## config.mk

```make
export PLATFORM = sky130hd
export DESIGN_NAME = current_limit_monitor
export DESIGN_NICKNAME = d
export VERILOG_FILES = /design/src/design/limit_mon_pkg.sv /design/src/design/current_limit_monitor.sv /design/src/design/channel_checker.sv
export VERILOG_INCLUDE_DIRS = /design/src /design/src/design
export SDC_FILE = /design/constraint.sdc
export NUM_CORES = 2
export LEC_CHECK = 0
export ABC_AREA = 0
export BUFFER_PORTS_ARGS = -buffer_cell sky130_fd_sc_hd__buf_2
export CAP_MARGIN = 10
export CORE_MARGIN = 10
export CORE_UTILIZATION = 55
export CTS_CLUSTER_DIAMETER = 40
export DETAILED_ROUTE_END_ITERATION = 7
export PLACE_DENSITY = 0.77
export SYNTH_ARGS = -nofsm -noshare
export SYNTH_HDL_FRONTEND = slang
export SYNTH_SLANG_ARGS = --single-unit
```

## constraint.sdc

```tcl
create_clock -name sys_clk_i -period 17.93 [get_ports sys_clk_i]
set_input_delay 5.379 -clock sys_clk_i [delete_from_list [all_inputs] [get_ports sys_clk_i]]
set_output_delay 5.379 -clock sys_clk_i [all_outputs]
set_load 0.01 [all_outputs]
```

## src/design/limit_mon_consts.svh

```systemverilog
// Constants of the current-input range and limit monitor
// What this block does
// - Range select all-ones switches the channel off, no measurement produced.
// - First format codes: full scale 27648, over 7EFFh, under ED00h.
// - Second format codes: full scale 16384, over 5000h, under F333h.
// - Limits outside nominal range give a parameterization error.
// - Upper limit 7FFFh or lower limit 8000h disables that check.
// - Monitoring on and value beyond an active limit starts a process interrupt.
// - Param error, range over/under, buffer, comm, lost: diagnostic interrupts only.
// - Limit over/underflow raise only process interrupts, gated by parameters.
// - Overflow byte: bit 0 channel 0, bit 1 channel 1, rest reserved.
// - Interrupt data: overflow byte, underflow byte, two-byte microsecond ticker.
// - Emergency message for CANopen, diagnostics message otherwise.
// - Underflow byte: bit 0 channel 0, bit 1 channel 1, rest reserved.
// - Free 32-bit microsecond counter from zero, wraps, stamps events.
// - Monitoring enable byte: bit 0 channel 0, bit 1 channel 1.
`ifndef LIMIT_MON_CONSTS_SVH
`define LIMIT_MON_CONSTS_SVH

`define FN_OFF 8'hff
`define FN_FMT1_0_20 8'h31
`define FN_FMT1_4_20 8'h30
`define FN_FMT2_0_20 8'h41
`define FN_FMT2_4_20 8'h40

`define FMT1_NOMINAL 16'sh6c00
`define FMT1_OVER 16'sh7eff
`define FMT1_UNDER 16'shed00
`define FMT2_NOMINAL 16'sh4000
`define FMT2_OVER 16'sh5000
`define FMT2_UNDER 16'shf333

`define LIMIT_UPPER_OFF 16'h7fff
`define LIMIT_LOWER_OFF 16'h8000

// Zero point in microamps
`define ZERO_0MA 18'sh00000
`define ZERO_4MA 18'sh00fa0

// Scale factors in units of 2^-14 code per microamp
`define SCALE_SHIFT 14
`define MUL_FMT1_0_20 17'sh05879
`define MUL_FMT1_4_20 17'sh06e98
`define MUL_FMT2_0_20 17'sh0346e
`define MUL_FMT2_4_20 17'sh04189

`define CH0_BIT 0
`define CH1_BIT 1

`define US_PERIOD_NS 1000
`define CLK_PERIOD_NS 100
`define CYCLES_PER_US (`US_PERIOD_NS / `CLK_PERIOD_NS)

`endif

```

## src/design/limit_mon_pkg.sv

```systemverilog
// Types shared by the monitor modules
package limit_mon_pkg;
    typedef enum logic [1:0] {
        FMT_OFF = 2'b00,
        FMT_ONE = 2'b01,
        FMT_TWO = 2'b10,
        FMT_BAD = 2'b11
    } fmt_t;

    typedef logic [15:0] code_t;
endpackage : limit_mon_pkg

```

## src/design/current_limit_monitor.sv

```systemverilog
// Two-channel current input monitor with process and diagnostic interrupts
`timescale 1ns/100ps
`include "limit_mon_consts.svh"
module current_limit_monitor #(
    parameter int CHANNELS = 2
) (
    input wire logic sys_clk_i,
    input wire logic rst_i,
    input wire logic clk_en_i,
    input wire logic [7:0] channel_range_select_0_i,
    input wire logic [7:0] channel_range_select_1_i,
    input wire logic [15:0] channel_upper_limit_0_i,
    input wire logic [15:0] channel_upper_limit_1_i,
    input wire logic [15:0] channel_lower_limit_0_i,
    input wire logic [15:0] channel_lower_limit_1_i,
    input wire logic [7:0] limit_enable_i,
    input wire logic coupler_is_canopen_i,
    input wire logic sample_valid_i,
    input wire logic [15:0] current_ua_0_i,
    input wire logic [15:0] current_ua_1_i,
    input wire logic proc_ack_i,
    input wire logic diag_ack_i,
    input wire logic diag_buf_overflow_i,
    input wire logic comm_error_i,
    output logic [15:0] meas_value_0_o,
    output logic [15:0] meas_value_1_o,
    output logic meas_valid_o,
    output logic [7:0] limit_over_flags_o,
    output logic [7:0] limit_under_flags_o,
    output logic [15:0] event_timestamp_us_o,
    output logic [31:0] ticker_us_o,
    output logic emergency_req_o,
    output logic diag_msg_req_o,
    output logic diag_irq_o,
    output logic [5:0] diag_cause_o,
    output logic param_error_o
);
    import limit_mon_pkg::*;

    localparam logic [3:0] TICK_LAST = 4'(`CYCLES_PER_US - 1);

    logic [7:0] range_sel [CHANNELS];
    logic [15:0] upper_lim [CHANNELS];
    logic [15:0] lower_lim [CHANNELS];
    logic [15:0] current_ua [CHANNELS];
    code_t ch_value [CHANNELS];
    logic [CHANNELS-1:0] ch_valid;
    logic [CHANNELS-1:0] ch_over;
    logic [CHANNELS-1:0] ch_under;
    logic [CHANNELS-1:0] ch_rng_over;
    logic [CHANNELS-1:0] ch_rng_under;
    logic [CHANNELS-1:0] ch_param_err;

    logic [3:0] tick_cnt_q;
    logic [31:0] ticker_q;
    logic [7:0] over_flags_q;
    logic [7:0] under_flags_q;
    logic [15:0] stamp_q;
    logic proc_pending_q;
    logic param_err_q;
    logic proc_event;
    logic proc_lost;
    logic [5:0] diag_event;
    logic [5:0] diag_cause_q;
    logic diag_pending_q;
    logic [7:0] new_over;
    logic [7:0] new_under;

    assign range_sel[0] = channel_range_select_0_i;
    assign range_sel[1] = channel_range_select_1_i;
    assign upper_lim[0] = channel_upper_limit_0_i;
    assign upper_lim[1] = channel_upper_limit_1_i;
    assign lower_lim[0] = channel_lower_limit_0_i;
    assign lower_lim[1] = channel_lower_limit_1_i;
    assign current_ua[0] = current_ua_0_i;
    assign current_ua[1] = current_ua_1_i;

    for (genvar ch = 0; ch < CHANNELS; ch++) begin : g_chan
        channel_checker u_chan (
            .sys_clk_i(sys_clk_i),
            .rst_i(rst_i),
            .clk_en_i(clk_en_i),
            .range_select_i(range_sel[ch]),
            .upper_limit_i(upper_lim[ch]),
            .lower_limit_i(lower_lim[ch]),
            .limit_en_i(limit_enable_i[ch]),
            .sample_valid_i(sample_valid_i),
            .current_ua_i(current_ua[ch]),
            .value_o(ch_value[ch]),
            .value_valid_o(ch_valid[ch]),
            .limit_over_o(ch_over[ch]),
            .limit_under_o(ch_under[ch]),
            .range_over_o(ch_rng_over[ch]),
            .range_under_o(ch_rng_under[ch]),
            .param_err_o(ch_param_err[ch])
        );
    end

    // Microsecond ticker, wraps to zero after all ones
    always_ff @(posedge sys_clk_i) begin
        if (rst_i) begin
            tick_cnt_q <= 4'h0;
            ticker_q <= 32'h0000_0000;
        end else if (clk_en_i) begin
            if (tick_cnt_q == TICK_LAST) begin
                tick_cnt_q <= 4'h0;
                ticker_q <= ticker_q + 32'h0000_0001;
            end else begin
                tick_cnt_q <= tick_cnt_q + 4'h1;
            end
        end
    end

    always_ff @(posedge sys_clk_i) begin
        if (rst_i) begin
            meas_value_0_o <= 16'h0000;
            meas_value_1_o <= 16'h0000;
            meas_valid_o <= 1'b0;
        end else if (clk_en_i) begin
            meas_value_0_o <= ch_value[0];
            meas_value_1_o <= ch_value[1];
            meas_valid_o <= |ch_valid;
        end
    end

    assign new_over = {6'h00, ch_over[`CH1_BIT], ch_over[`CH0_BIT]};
    assign new_under = {6'h00, ch_under[`CH1_BIT], ch_under[`CH0_BIT]};
    assign proc_event = |{new_over, new_under};
    assign proc_lost = proc_event && proc_pending_q && !proc_ack_i;

    // Process interrupt record; a new event wins over an acknowledge
    always_ff @(posedge sys_clk_i) begin
        if (rst_i) begin
            over_flags_q <= 8'h00;
            under_flags_q <= 8'h00;
            stamp_q <= 16'h0000;
            proc_pending_q <= 1'b0;
        end else if (clk_en_i) begin
            if (proc_event && !proc_lost) begin
                over_flags_q <= new_over;
                under_flags_q <= new_under;
                stamp_q <= ticker_q[15:0];
                proc_pending_q <= 1'b1;
            end else if (proc_ack_i) begin
                over_flags_q <= 8'h00;
                under_flags_q <= 8'h00;
                stamp_q <= 16'h0000;
                proc_pending_q <= 1'b0;
            end
        end
    end

    always_ff @(posedge sys_clk_i) begin
        if (rst_i) begin
            limit_over_flags_o <= 8'h00;
            limit_under_flags_o <= 8'h00;
            event_timestamp_us_o <= 16'h0000;
            ticker_us_o <= 32'h0000_0000;
            emergency_req_o <= 1'b0;
            diag_msg_req_o <= 1'b0;
        end else if (clk_en_i) begin
            limit_over_flags_o <= over_flags_q;
            limit_under_flags_o <= under_flags_q;
            event_timestamp_us_o <= stamp_q;
            ticker_us_o <= ticker_q;
            emergency_req_o <= proc_pending_q && coupler_is_canopen_i;
            diag_msg_req_o <= proc_pending_q && !coupler_is_canopen_i;
        end
    end

    always_ff @(posedge sys_clk_i) begin
        if (rst_i) begin
            param_err_q <= 1'b0;
        end else if (clk_en_i) begin
            param_err_q <= |ch_param_err;
        end
    end

    // Cause bits: param, range over, range under, buffer, comm, lost
    assign diag_event = {proc_lost, comm_error_i, diag_buf_overflow_i, |ch_rng_under,
                         |ch_rng_over, (|ch_param_err) && !param_err_q};

    always_ff @(posedge sys_clk_i) begin
        if (rst_i) begin
            diag_cause_q <= 6'h00;
            diag_pending_q <= 1'b0;
        end else if (clk_en_i) begin
            if (|diag_event) begin
                diag_cause_q <= (diag_ack_i ? 6'h00 : diag_cause_q) | diag_event;
                diag_pending_q <= 1'b1;
            end else if (diag_ack_i) begin
                diag_cause_q <= 6'h00;
                diag_pending_q <= 1'b0;
            end
        end
    end

    always_ff @(posedge sys_clk_i) begin
        if (rst_i) begin
            diag_irq_o <= 1'b0;
            diag_cause_o <= 6'h00;
            param_error_o <= 1'b0;
        end else if (clk_en_i) begin
            diag_irq_o <= diag_pending_q;
            diag_cause_o <= diag_cause_q;
            param_error_o <= param_err_q;
        end
    end
endmodule : current_limit_monitor

```

## src/design/channel_checker.sv

```systemverilog
// One channel: range conversion, range and limit checks
`timescale 1ns/100ps
`include "limit_mon_consts.svh"
module channel_checker (
    input wire logic sys_clk_i,
    input wire logic rst_i,
    input wire logic clk_en_i,
    input wire logic [7:0] range_select_i,
    input wire logic [15:0] upper_limit_i,
    input wire logic [15:0] lower_limit_i,
    input wire logic limit_en_i,
    input wire logic sample_valid_i,
    input wire logic [15:0] current_ua_i,
    output logic [15:0] value_o,
    output logic value_valid_o,
    output logic limit_over_o,
    output logic limit_under_o,
    output logic range_over_o,
    output logic range_under_o,
    output logic param_err_o
);
    import limit_mon_pkg::*;

    fmt_t fmt;
    logic signed [17:0] zero;
    logic signed [16:0] mul;
    logic signed [15:0] nominal;
    logic signed [15:0] over_code;
    logic signed [15:0] under_code;
    logic signed [17:0] diff;
    logic signed [34:0] prod;
    logic signed [20:0] scaled;
    logic signed [15:0] value_d;
    logic rng_over_d;
    logic rng_under_d;
    logic ul_active;
    logic ll_active;
    logic param_err_d;

    always_comb begin
        fmt = FMT_BAD;
        zero = `ZERO_0MA;
        mul = `MUL_FMT1_0_20;
        unique case (range_select_i)
            `FN_OFF: fmt = FMT_OFF;
            `FN_FMT1_0_20: begin
                fmt = FMT_ONE;
            end
            `FN_FMT1_4_20: begin
                fmt = FMT_ONE;
                zero = `ZERO_4MA;
                mul = `MUL_FMT1_4_20;
            end
            `FN_FMT2_0_20: begin
                fmt = FMT_TWO;
                mul = `MUL_FMT2_0_20;
            end
            `FN_FMT2_4_20: begin
                fmt = FMT_TWO;
                zero = `ZERO_4MA;
                mul = `MUL_FMT2_4_20;
            end
            default: fmt = FMT_BAD;
        endcase
    end

    assign nominal = (fmt == FMT_TWO) ? `FMT2_NOMINAL : `FMT1_NOMINAL;
    assign over_code = (fmt == FMT_TWO) ? `FMT2_OVER : `FMT1_OVER;
    assign under_code = (fmt == FMT_TWO) ? `FMT2_UNDER : `FMT1_UNDER;

    // Measured current to digital code, clipped to the over/underrange ends
    assign diff = $signed({2'b00, current_ua_i}) - zero;
    assign prod = diff * mul;
    assign scaled = prod[`SCALE_SHIFT +: 21];

    always_comb begin
        rng_over_d = 1'b0;
        rng_under_d = 1'b0;
        value_d = scaled[15:0];
        if (scaled > 21'(over_code)) begin
            value_d = over_code;
            rng_over_d = 1'b1;
        end else if (scaled < 21'(under_code)) begin
            value_d = under_code;
            rng_under_d = 1'b1;
        end
    end

    assign ul_active = (upper_limit_i != `LIMIT_UPPER_OFF);
    assign ll_active = (lower_limit_i != `LIMIT_LOWER_OFF);

    // Limits must lie in 0 .. nominal full scale
    always_comb begin
        param_err_d = 1'b0;
        if (fmt == FMT_BAD) begin
            param_err_d = 1'b1;
        end else if (fmt != FMT_OFF) begin
            if (ul_active && ($signed(upper_limit_i) < 0 || $signed(upper_limit_i) > nominal)) begin
                param_err_d = 1'b1;
            end
            if (ll_active && ($signed(lower_limit_i) < 0 || $signed(lower_limit_i) > nominal)) begin
                param_err_d = 1'b1;
            end
        end
    end

    always_ff @(posedge sys_clk_i) begin
        if (rst_i) begin
            param_err_o <= 1'b0;
        end else if (clk_en_i) begin
            param_err_o <= param_err_d;
        end
    end

    always_ff @(posedge sys_clk_i) begin
        if (rst_i) begin
            value_o <= 16'h0000;
            value_valid_o <= 1'b0;
            limit_over_o <= 1'b0;
            limit_under_o <= 1'b0;
            range_over_o <= 1'b0;
            range_under_o <= 1'b0;
        end else if (clk_en_i) begin
            value_valid_o <= 1'b0;
            limit_over_o <= 1'b0;
            limit_under_o <= 1'b0;
            range_over_o <= 1'b0;
            range_under_o <= 1'b0;
            if (sample_valid_i && fmt != FMT_OFF && fmt != FMT_BAD) begin
                value_o <= value_d;
                value_valid_o <= 1'b1;
                range_over_o <= rng_over_d;
                range_under_o <= rng_under_d;
                if (limit_en_i && !param_err_d) begin
                    limit_over_o <= ul_active && (value_d > $signed(upper_limit_i));
                    limit_under_o <= ll_active && (value_d < $signed(lower_limit_i));
                end
            end
        end
    end
endmodule : channel_checker

```

==> Word-level counts from Yosys, hierarchy flattened <==
Index checks and enable logic that the tools add are counted.
{ "op_classes": {"reduce_logical": 51, "n_mul": 2, "order_cmp": 16, "eq_ne": 21, "addsub": 4, "bitwise": 1, "muxes": 56} }
{ "op_table": {"columns": ["cell", "count"], "rows": [
  ["> comparator 16 bit", 6],
  ["2-to-1 mux 16 bit", 6],
  ["case mux 15 bit (3 select lines)", 2],
  ["multiplier 17 x 16 -> 33 bit", 2],
  ["< comparator 16 x 1 -> 1 bit (second input constant)", 4],
  ["2-to-1 mux 14 bit", 4],
  ["> comparator 21 x 16 -> 1 bit", 2],
  ["< comparator 21 x 16 -> 1 bit", 2],
  ["subtractor 16 x 12 -> 17 bit", 2],
  ["adder 32 x 1 -> 32 bit (second input constant)", 1],
  ["== test 8 x 6 -> 1 bit (second input constant)", 4],
  ["== test 8 x 7 -> 1 bit (second input constant)", 4],
  ["< comparator 16 bit", 2],
  ["2-to-1 mux 1 bit", 32],
  ["!= test 16 x 15 -> 1 bit (second input constant)", 2],
  ["!= test 16 bit (second input constant)", 2],
  ["2-to-1 mux 13 bit", 2],
  ["2-to-1 mux 12 bit", 2],
  ["2-to-1 mux 8 bit", 3],
  ["logical AND 1 bit", 20],
  ["OR reduction 2 bit", 10],
  ["== test 8 bit (second input constant)", 2],
  ["2-to-1 mux 6 bit", 2],
  ["case mux 2 bit (3 select lines)", 2],
  ["12 further kinds", 31]
]} }
{ "totals": {"word_cells": 186, "ff_bits": 228, "output_inout_bits": 107} }

==> Logic depth before layout (Yosys ltp) <==
{ "depth": {"depth_word": 16, "depth_mapped": 62} }

==> Cells and area by module <==
A second synthesis with hierarchy kept.
{ "hier_totals": {"cells_unflattened": 3615, "area_unflattened_um2": 31570.3} }
{ "modules_own_cells": {"columns": ["mod", "area_each_um2", "n_inst", "cells_each"], "rows": [
  ["channel_checker at g_chan[1].u_chan", 12857.3, 1, 1488],
  ["channel_checker at g_chan[0].u_chan", 12570.8, 1, 1471],
  ["current_limit_monitor", 6142.1, 1, 656]
]} }

==> Worst setup path after synthesis <==
Ideal clock, no wire load.
{ "synth_path": {"path_kind": "input to register", "start": "input channel_range_select_1_i[7]", "end": "register g_chan[1].u_chan.limit_over_o", "t_arrival_ns": 18.464, "slack_ns": -0.666, "setup_time_ns": 0.132, "stages": 49, "cell_sequence": "or4_1 -> or4_1 -> clkbuf_1 -> nand2_1 -> clkbuf_1 -> inv_1 -> ha_1 -> a21oi_1 -> o21bai_1 -> a21oi_1 -> o21bai_1 -> a211o_1 -> nor4_1 -> inv_1 -> nor2_1 -> nor2_1 -> inv_1 -> fa_1 -> [13 not listed] -> a311o_1 -> o2111a_2 -> nand2b_4 -> buf_6 -> buf_2 -> nand2_1 -> o21ai_0 -> ha_1 -> a21o_1 -> a21o_1 -> a211o_1 -> a21o_1 -> a21o_1 -> a21o_1 -> a221o_1 -> a2111oi_0 -> or4_1 -> a21oi_1"} }
{ "synth_between": {"elab_cells_between_ends": 42, "cone_classes": "add/sub: 1; mul: 1; order compare: 5; eq/ne: 8; mux: 14; reduce/logical: 13"} }
{ "synth_lines": {"columns": ["element", "line", "rtl"], "rows": [
  ["start: declaration", "current_limit_monitor.sv:11", "input wire logic [7:0] channel_range_select_1_i,"],
  ["== test 8 x 6 -> 1 bit or == test 8 x 7 -> 1 bit (tied branches)", "channel_checker.sv:44", "unique case (range_select_i)"],
  ["OR reduction 2 bit (no line)", null, null],
  ["2-to-1 mux 12 bit or case mux 2 bit (3 select lines) (tied branches)", "channel_checker.sv:44", null],
  ["subtractor 16 x 12 -> 17 bit or == test 2 bit (tied branches)", "channel_checker.sv:72, channel_checker.sv:68, channel_checker.sv:69", null],
  ["multiplier 17 x 16 -> 33 bit or 2-to-1 mux 13 bit (tied branches)", null, null],
  ["< comparator 21 x 16 -> 1 bit", "channel_checker.sv:83", "end else if (scaled < 21'(under_code)) begin"],
  ["2-to-1 mux 16 bit", "channel_checker.sv:83", null],
  ["2-to-1 mux 16 bit *", "channel_checker.sv:80", "if (scaled > 21'(over_code)) begin"],
  ["via g_chan[1].u_chan.value_d[2]", "channel_checker.sv:33", "logic signed [15:0] value_d;"],
  ["> comparator 16 bit *", "channel_checker.sv:135", "limit_over_o <= ul_active && (value_d > $signed(upper_limit_i));"],
  ["logical AND 1 bit *", "channel_checker.sv:135", null],
  ["2-to-1 mux 1 bit *", "channel_checker.sv:134", "if (limit_en_i && !param_err_d) begin"],
  ["2-to-1 mux 1 bit *", "channel_checker.sv:129", "if (sample_valid_i && fmt != FMT_OFF && fmt != FMT_BAD) begin"],
  ["end signal: assignment", "channel_checker.sv:135", null],
  ["end: declaration", "channel_checker.sv:16", "output logic limit_over_o,"]
]} }
Mark *: on every way through the listed nets, which the timed path passes. The rest lies on a longest branch.
A chain may end at the register's enable or synchronous reset.

==> Worst setup path after layout <==
Same ends and word-level chain as after synthesis.

==> qor.yml <==
critical_path:
  critPathKind: "primary input to flip-flop"
  critPathSlowestCell: "or4_1"
  reg2reg_from: "tick_cnt_q[3]$_SDFFE_PP0P_"
  max_stage_delay_ps: 550
  worstSetupEndpointType: "flip-flop"
  r2r-end: "ticker_q[21]$_SDFFE_PP0P_"
  crit_fanout: 4
  r2r_slack_ps: 14700
  cp-start-kind: "primary input"
  reg2reg_depth: 9
  crit_top_cell: "fa_1"
  cp_data_required_time_ps: 18270
  critPathArrivalTime_ps: 17810
floorplanning:
  start_util: 0.554
  core_um2: 55100
  row_count: 86
  die-area_um2: 65400
  ios: 236
  die_w_um: 256
  die_y_um: 256
yosys:
  syn_avg_cell_area_um2: 8.72
  yosysSeqAreaShare: 0.134
  ys_types: 86
  syn_area_um2: 30500
  synth-edff-count: 0
  syn_inst: 3502
  ys_seq_elements: 204
  async_flop_share: 0
  synth_ff_type: "dfxtp_1"
  yosysWarnings: 0
routing:
  vias: 24600
  ant_nets: 0
  routedWlPerCell_um: 17.0
  drtIter0Drc: 1752
  firstDrtPassIters: 6
  drt_wl_total_mm: 77.8
  drc: 0
  viasPerCell: 5.37
grt:
  antenna_found_initial: 1
  grt_overflow: 0
  grt_pass1_wl_mm: 129
  grt_max_degree: 109
  grt_pass1_vias: 25300
  gr-usage-all-layers: 0.236
finish:
  final_nets: 4753
  final_core_util: 0.626
  drive_gt1_frac: 0.133
  syn_to_final_growth_pct: 12.9
  nFillCells: 4701
min_path:
  hp-start: "diag_cause_q[2]$_SDFFE_PP0P_"
  hold_path.class: "flip-flop to flip-flop"
  hold_depth: 2
  min_to: "diag_cause_q[2]$_SDFFE_PP0P_"
placement:
  io_buffers: 217
  gp_congestion: 0.953
  dp_hpwl_mm: 65.7
clock_tree:
  cts.sinks: 204
  worstSkewPairLatency_ps: 480
  clock-root-buffer: "clkbuf_16"
  clockBufferDepth: 3
  cts_tree: "built"
  cts_made_buffers: 21
  cts.clk_slew.worst_paths_ps: 60
  htree_levels: 1
timing:
  min_period_over_period: 0.975
  max_slew_margin: 0.229
  final.setup_skew_ps: 9.33
  worst_pin_slew_ps: 1150
  setup_viol: 0
  finalHoldViolations: 0
  tns_ps: 0
  period_needed_ps: 17470
  max_freq_ghz: 0.0572
  fin_hold_ws_ps: 464
  drv_slew: 0
status:
  outcome: "finished, final reports clean"
run:
  drv_cap: 0
critical path: cells and delay by family:
family                     cells  cell delay [ps]
buffers and inverters          9              920
AOI/OAI and AO/OA             20             4100
and+or+nand+nor               10             2660
adders and majority gates     10             4310
xor gates and xnor gates       2              420
routing by layer:
| layer | GRT usage | share of wire |
|---|---|---|
| met1 | 0.305 | 0.42 |
| met2 | 0.409 | 0.49 |
| met3 | 0.0372 | 0.065 |
| met4 | 0.0585 | 0.029 |
| met5 | 0 | 0 |
logic make-up after synthesis:
group                    share of synthesized area
multiplexers                                0.0332
AND/OR/NAND/NOR                              0.135
adder cells (fa/ha/maj)                      0.451
buffers and inverters                        0.117
AO/OA/AOI/OAI                                0.101
XOR/XNOR                                    0.0295
flip-flops                                   0.134
other                                     0.000123
stage by stage:
stage          worst slack [ps]  std cells  instance area (um2)
6_report                    455       4587                34500
5_1_grt                   -59.7       4587                34500
4_1_cts                     190       4584                34300
3_5_place_dp               -272       4550                33600
3_3_place_gp               -251       4550                33600
2_1_floorplan              31.0       3513                30600
final cells by class:
class / count / area, um2 / area share
diodes: 1 / 2.50 / 0.0000726
repair buffers: 409 / 2540 / 0.0738
inverters: 815 / 3060 / 0.0887
well taps: 748 / 936 / 0.0271
clock buffers: 28 / 592 / 0.0172
multi-input cells: 2376 / 23200 / 0.672
clock inverters: 6 / 90.1 / 0.00261
flip-flops and latches: 204 / 4080 / 0.118
synth_stat cells (all sizes together), types with 25 or more instances:
cell    instances  area (um2)
inv           812        3050
fa            506       10100
nor2          328        1230
ha            291        3640
nand2         245         922
dfxtp         204        4080
a21oi         125         626
o21ai         120         601
mux2i          98         981
clkbuf         88         330
xnor2          61         534
nand3          57         285
nand4          51         319
a21o           44         330
xor2           42         368
buf            30         183
and3           28         175
nand2b         27         176
nor4           25         156
cells in the final DEF, fill, tap and decap left out, types with 22 or more instances in the layout:
cell type	Yosys	layout
ha_1	291	290
nor2_1	328	320
dfxtp_1	204	204
a21o_1	44	44
xor2_1	42	41
nand3_1	57	57
nor2b_1	24	24
fa_1	506	506
or3_1	23	22
mux2i_1	98	98
nand4_1	51	51
a22oi_1	24	24
nand2b_1	26	26
buf_2	5	215
buf_4	13	191
a21oi_1	125	120
inv_1	812	810
xnor2_1	61	57
nand2_1	244	240
and3_1	28	28
o21ai_0	117	106
worst max-delay path by stage:
stage | slack, ps | endpoint | from | depth (start not counted)
6_report | 460 | g_chan[1].u_chan.limit_over_o$_SDFFE_PP0P_ | channel_range_select_1_i[7] | 51
5_1_grt | -60 | g_chan[1].u_chan.limit_over_o$_SDFFE_PP0P_ | channel_range_select_1_i[7] | 57
4_1_cts | 190 | g_chan[1].u_chan.limit_over_o$_SDFFE_PP0P_ | channel_range_select_1_i[7] | 56
3_5_place_dp | -270 | g_chan[1].u_chan.limit_over_o$_SDFFE_PP0P_ | channel_range_select_1_i[7] | 56
3_3_place_gp | -250 | g_chan[1].u_chan.limit_over_o$_SDFFE_PP0P_ | channel_range_select_1_i[7] | 55
2_1_floorplan | 30 | g_chan[1].u_chan.limit_over_o$_SDFFE_PP0P_ | channel_range_select_1_i[7] | 56
registers in the layout (all words and copies together) (netlist names), 4 cells and up:
| name | count |
|---|---|
| diag_cause_o | 6 |
| diag_cause_q | 6 |
| event_timestamp_us_o | 16 |
| g_chan.u_chan.value_o | 32 |
| meas_value_0_o | 16 |
| meas_value_1_o | 16 |
| stamp_q | 16 |
| tick_cnt_q | 4 |
| ticker_q | 32 |
| ticker_us_o | 32 |
timing repair:
action	in CTS	in global routing
hold buffers	0	0
endpoints found under the setup margin	0	4
setup buffers	0	2
resized for setup	0	56
Power is not shown: default switching activity piles up to over one toggle a cycle in this logic, so the estimate is an artifact.
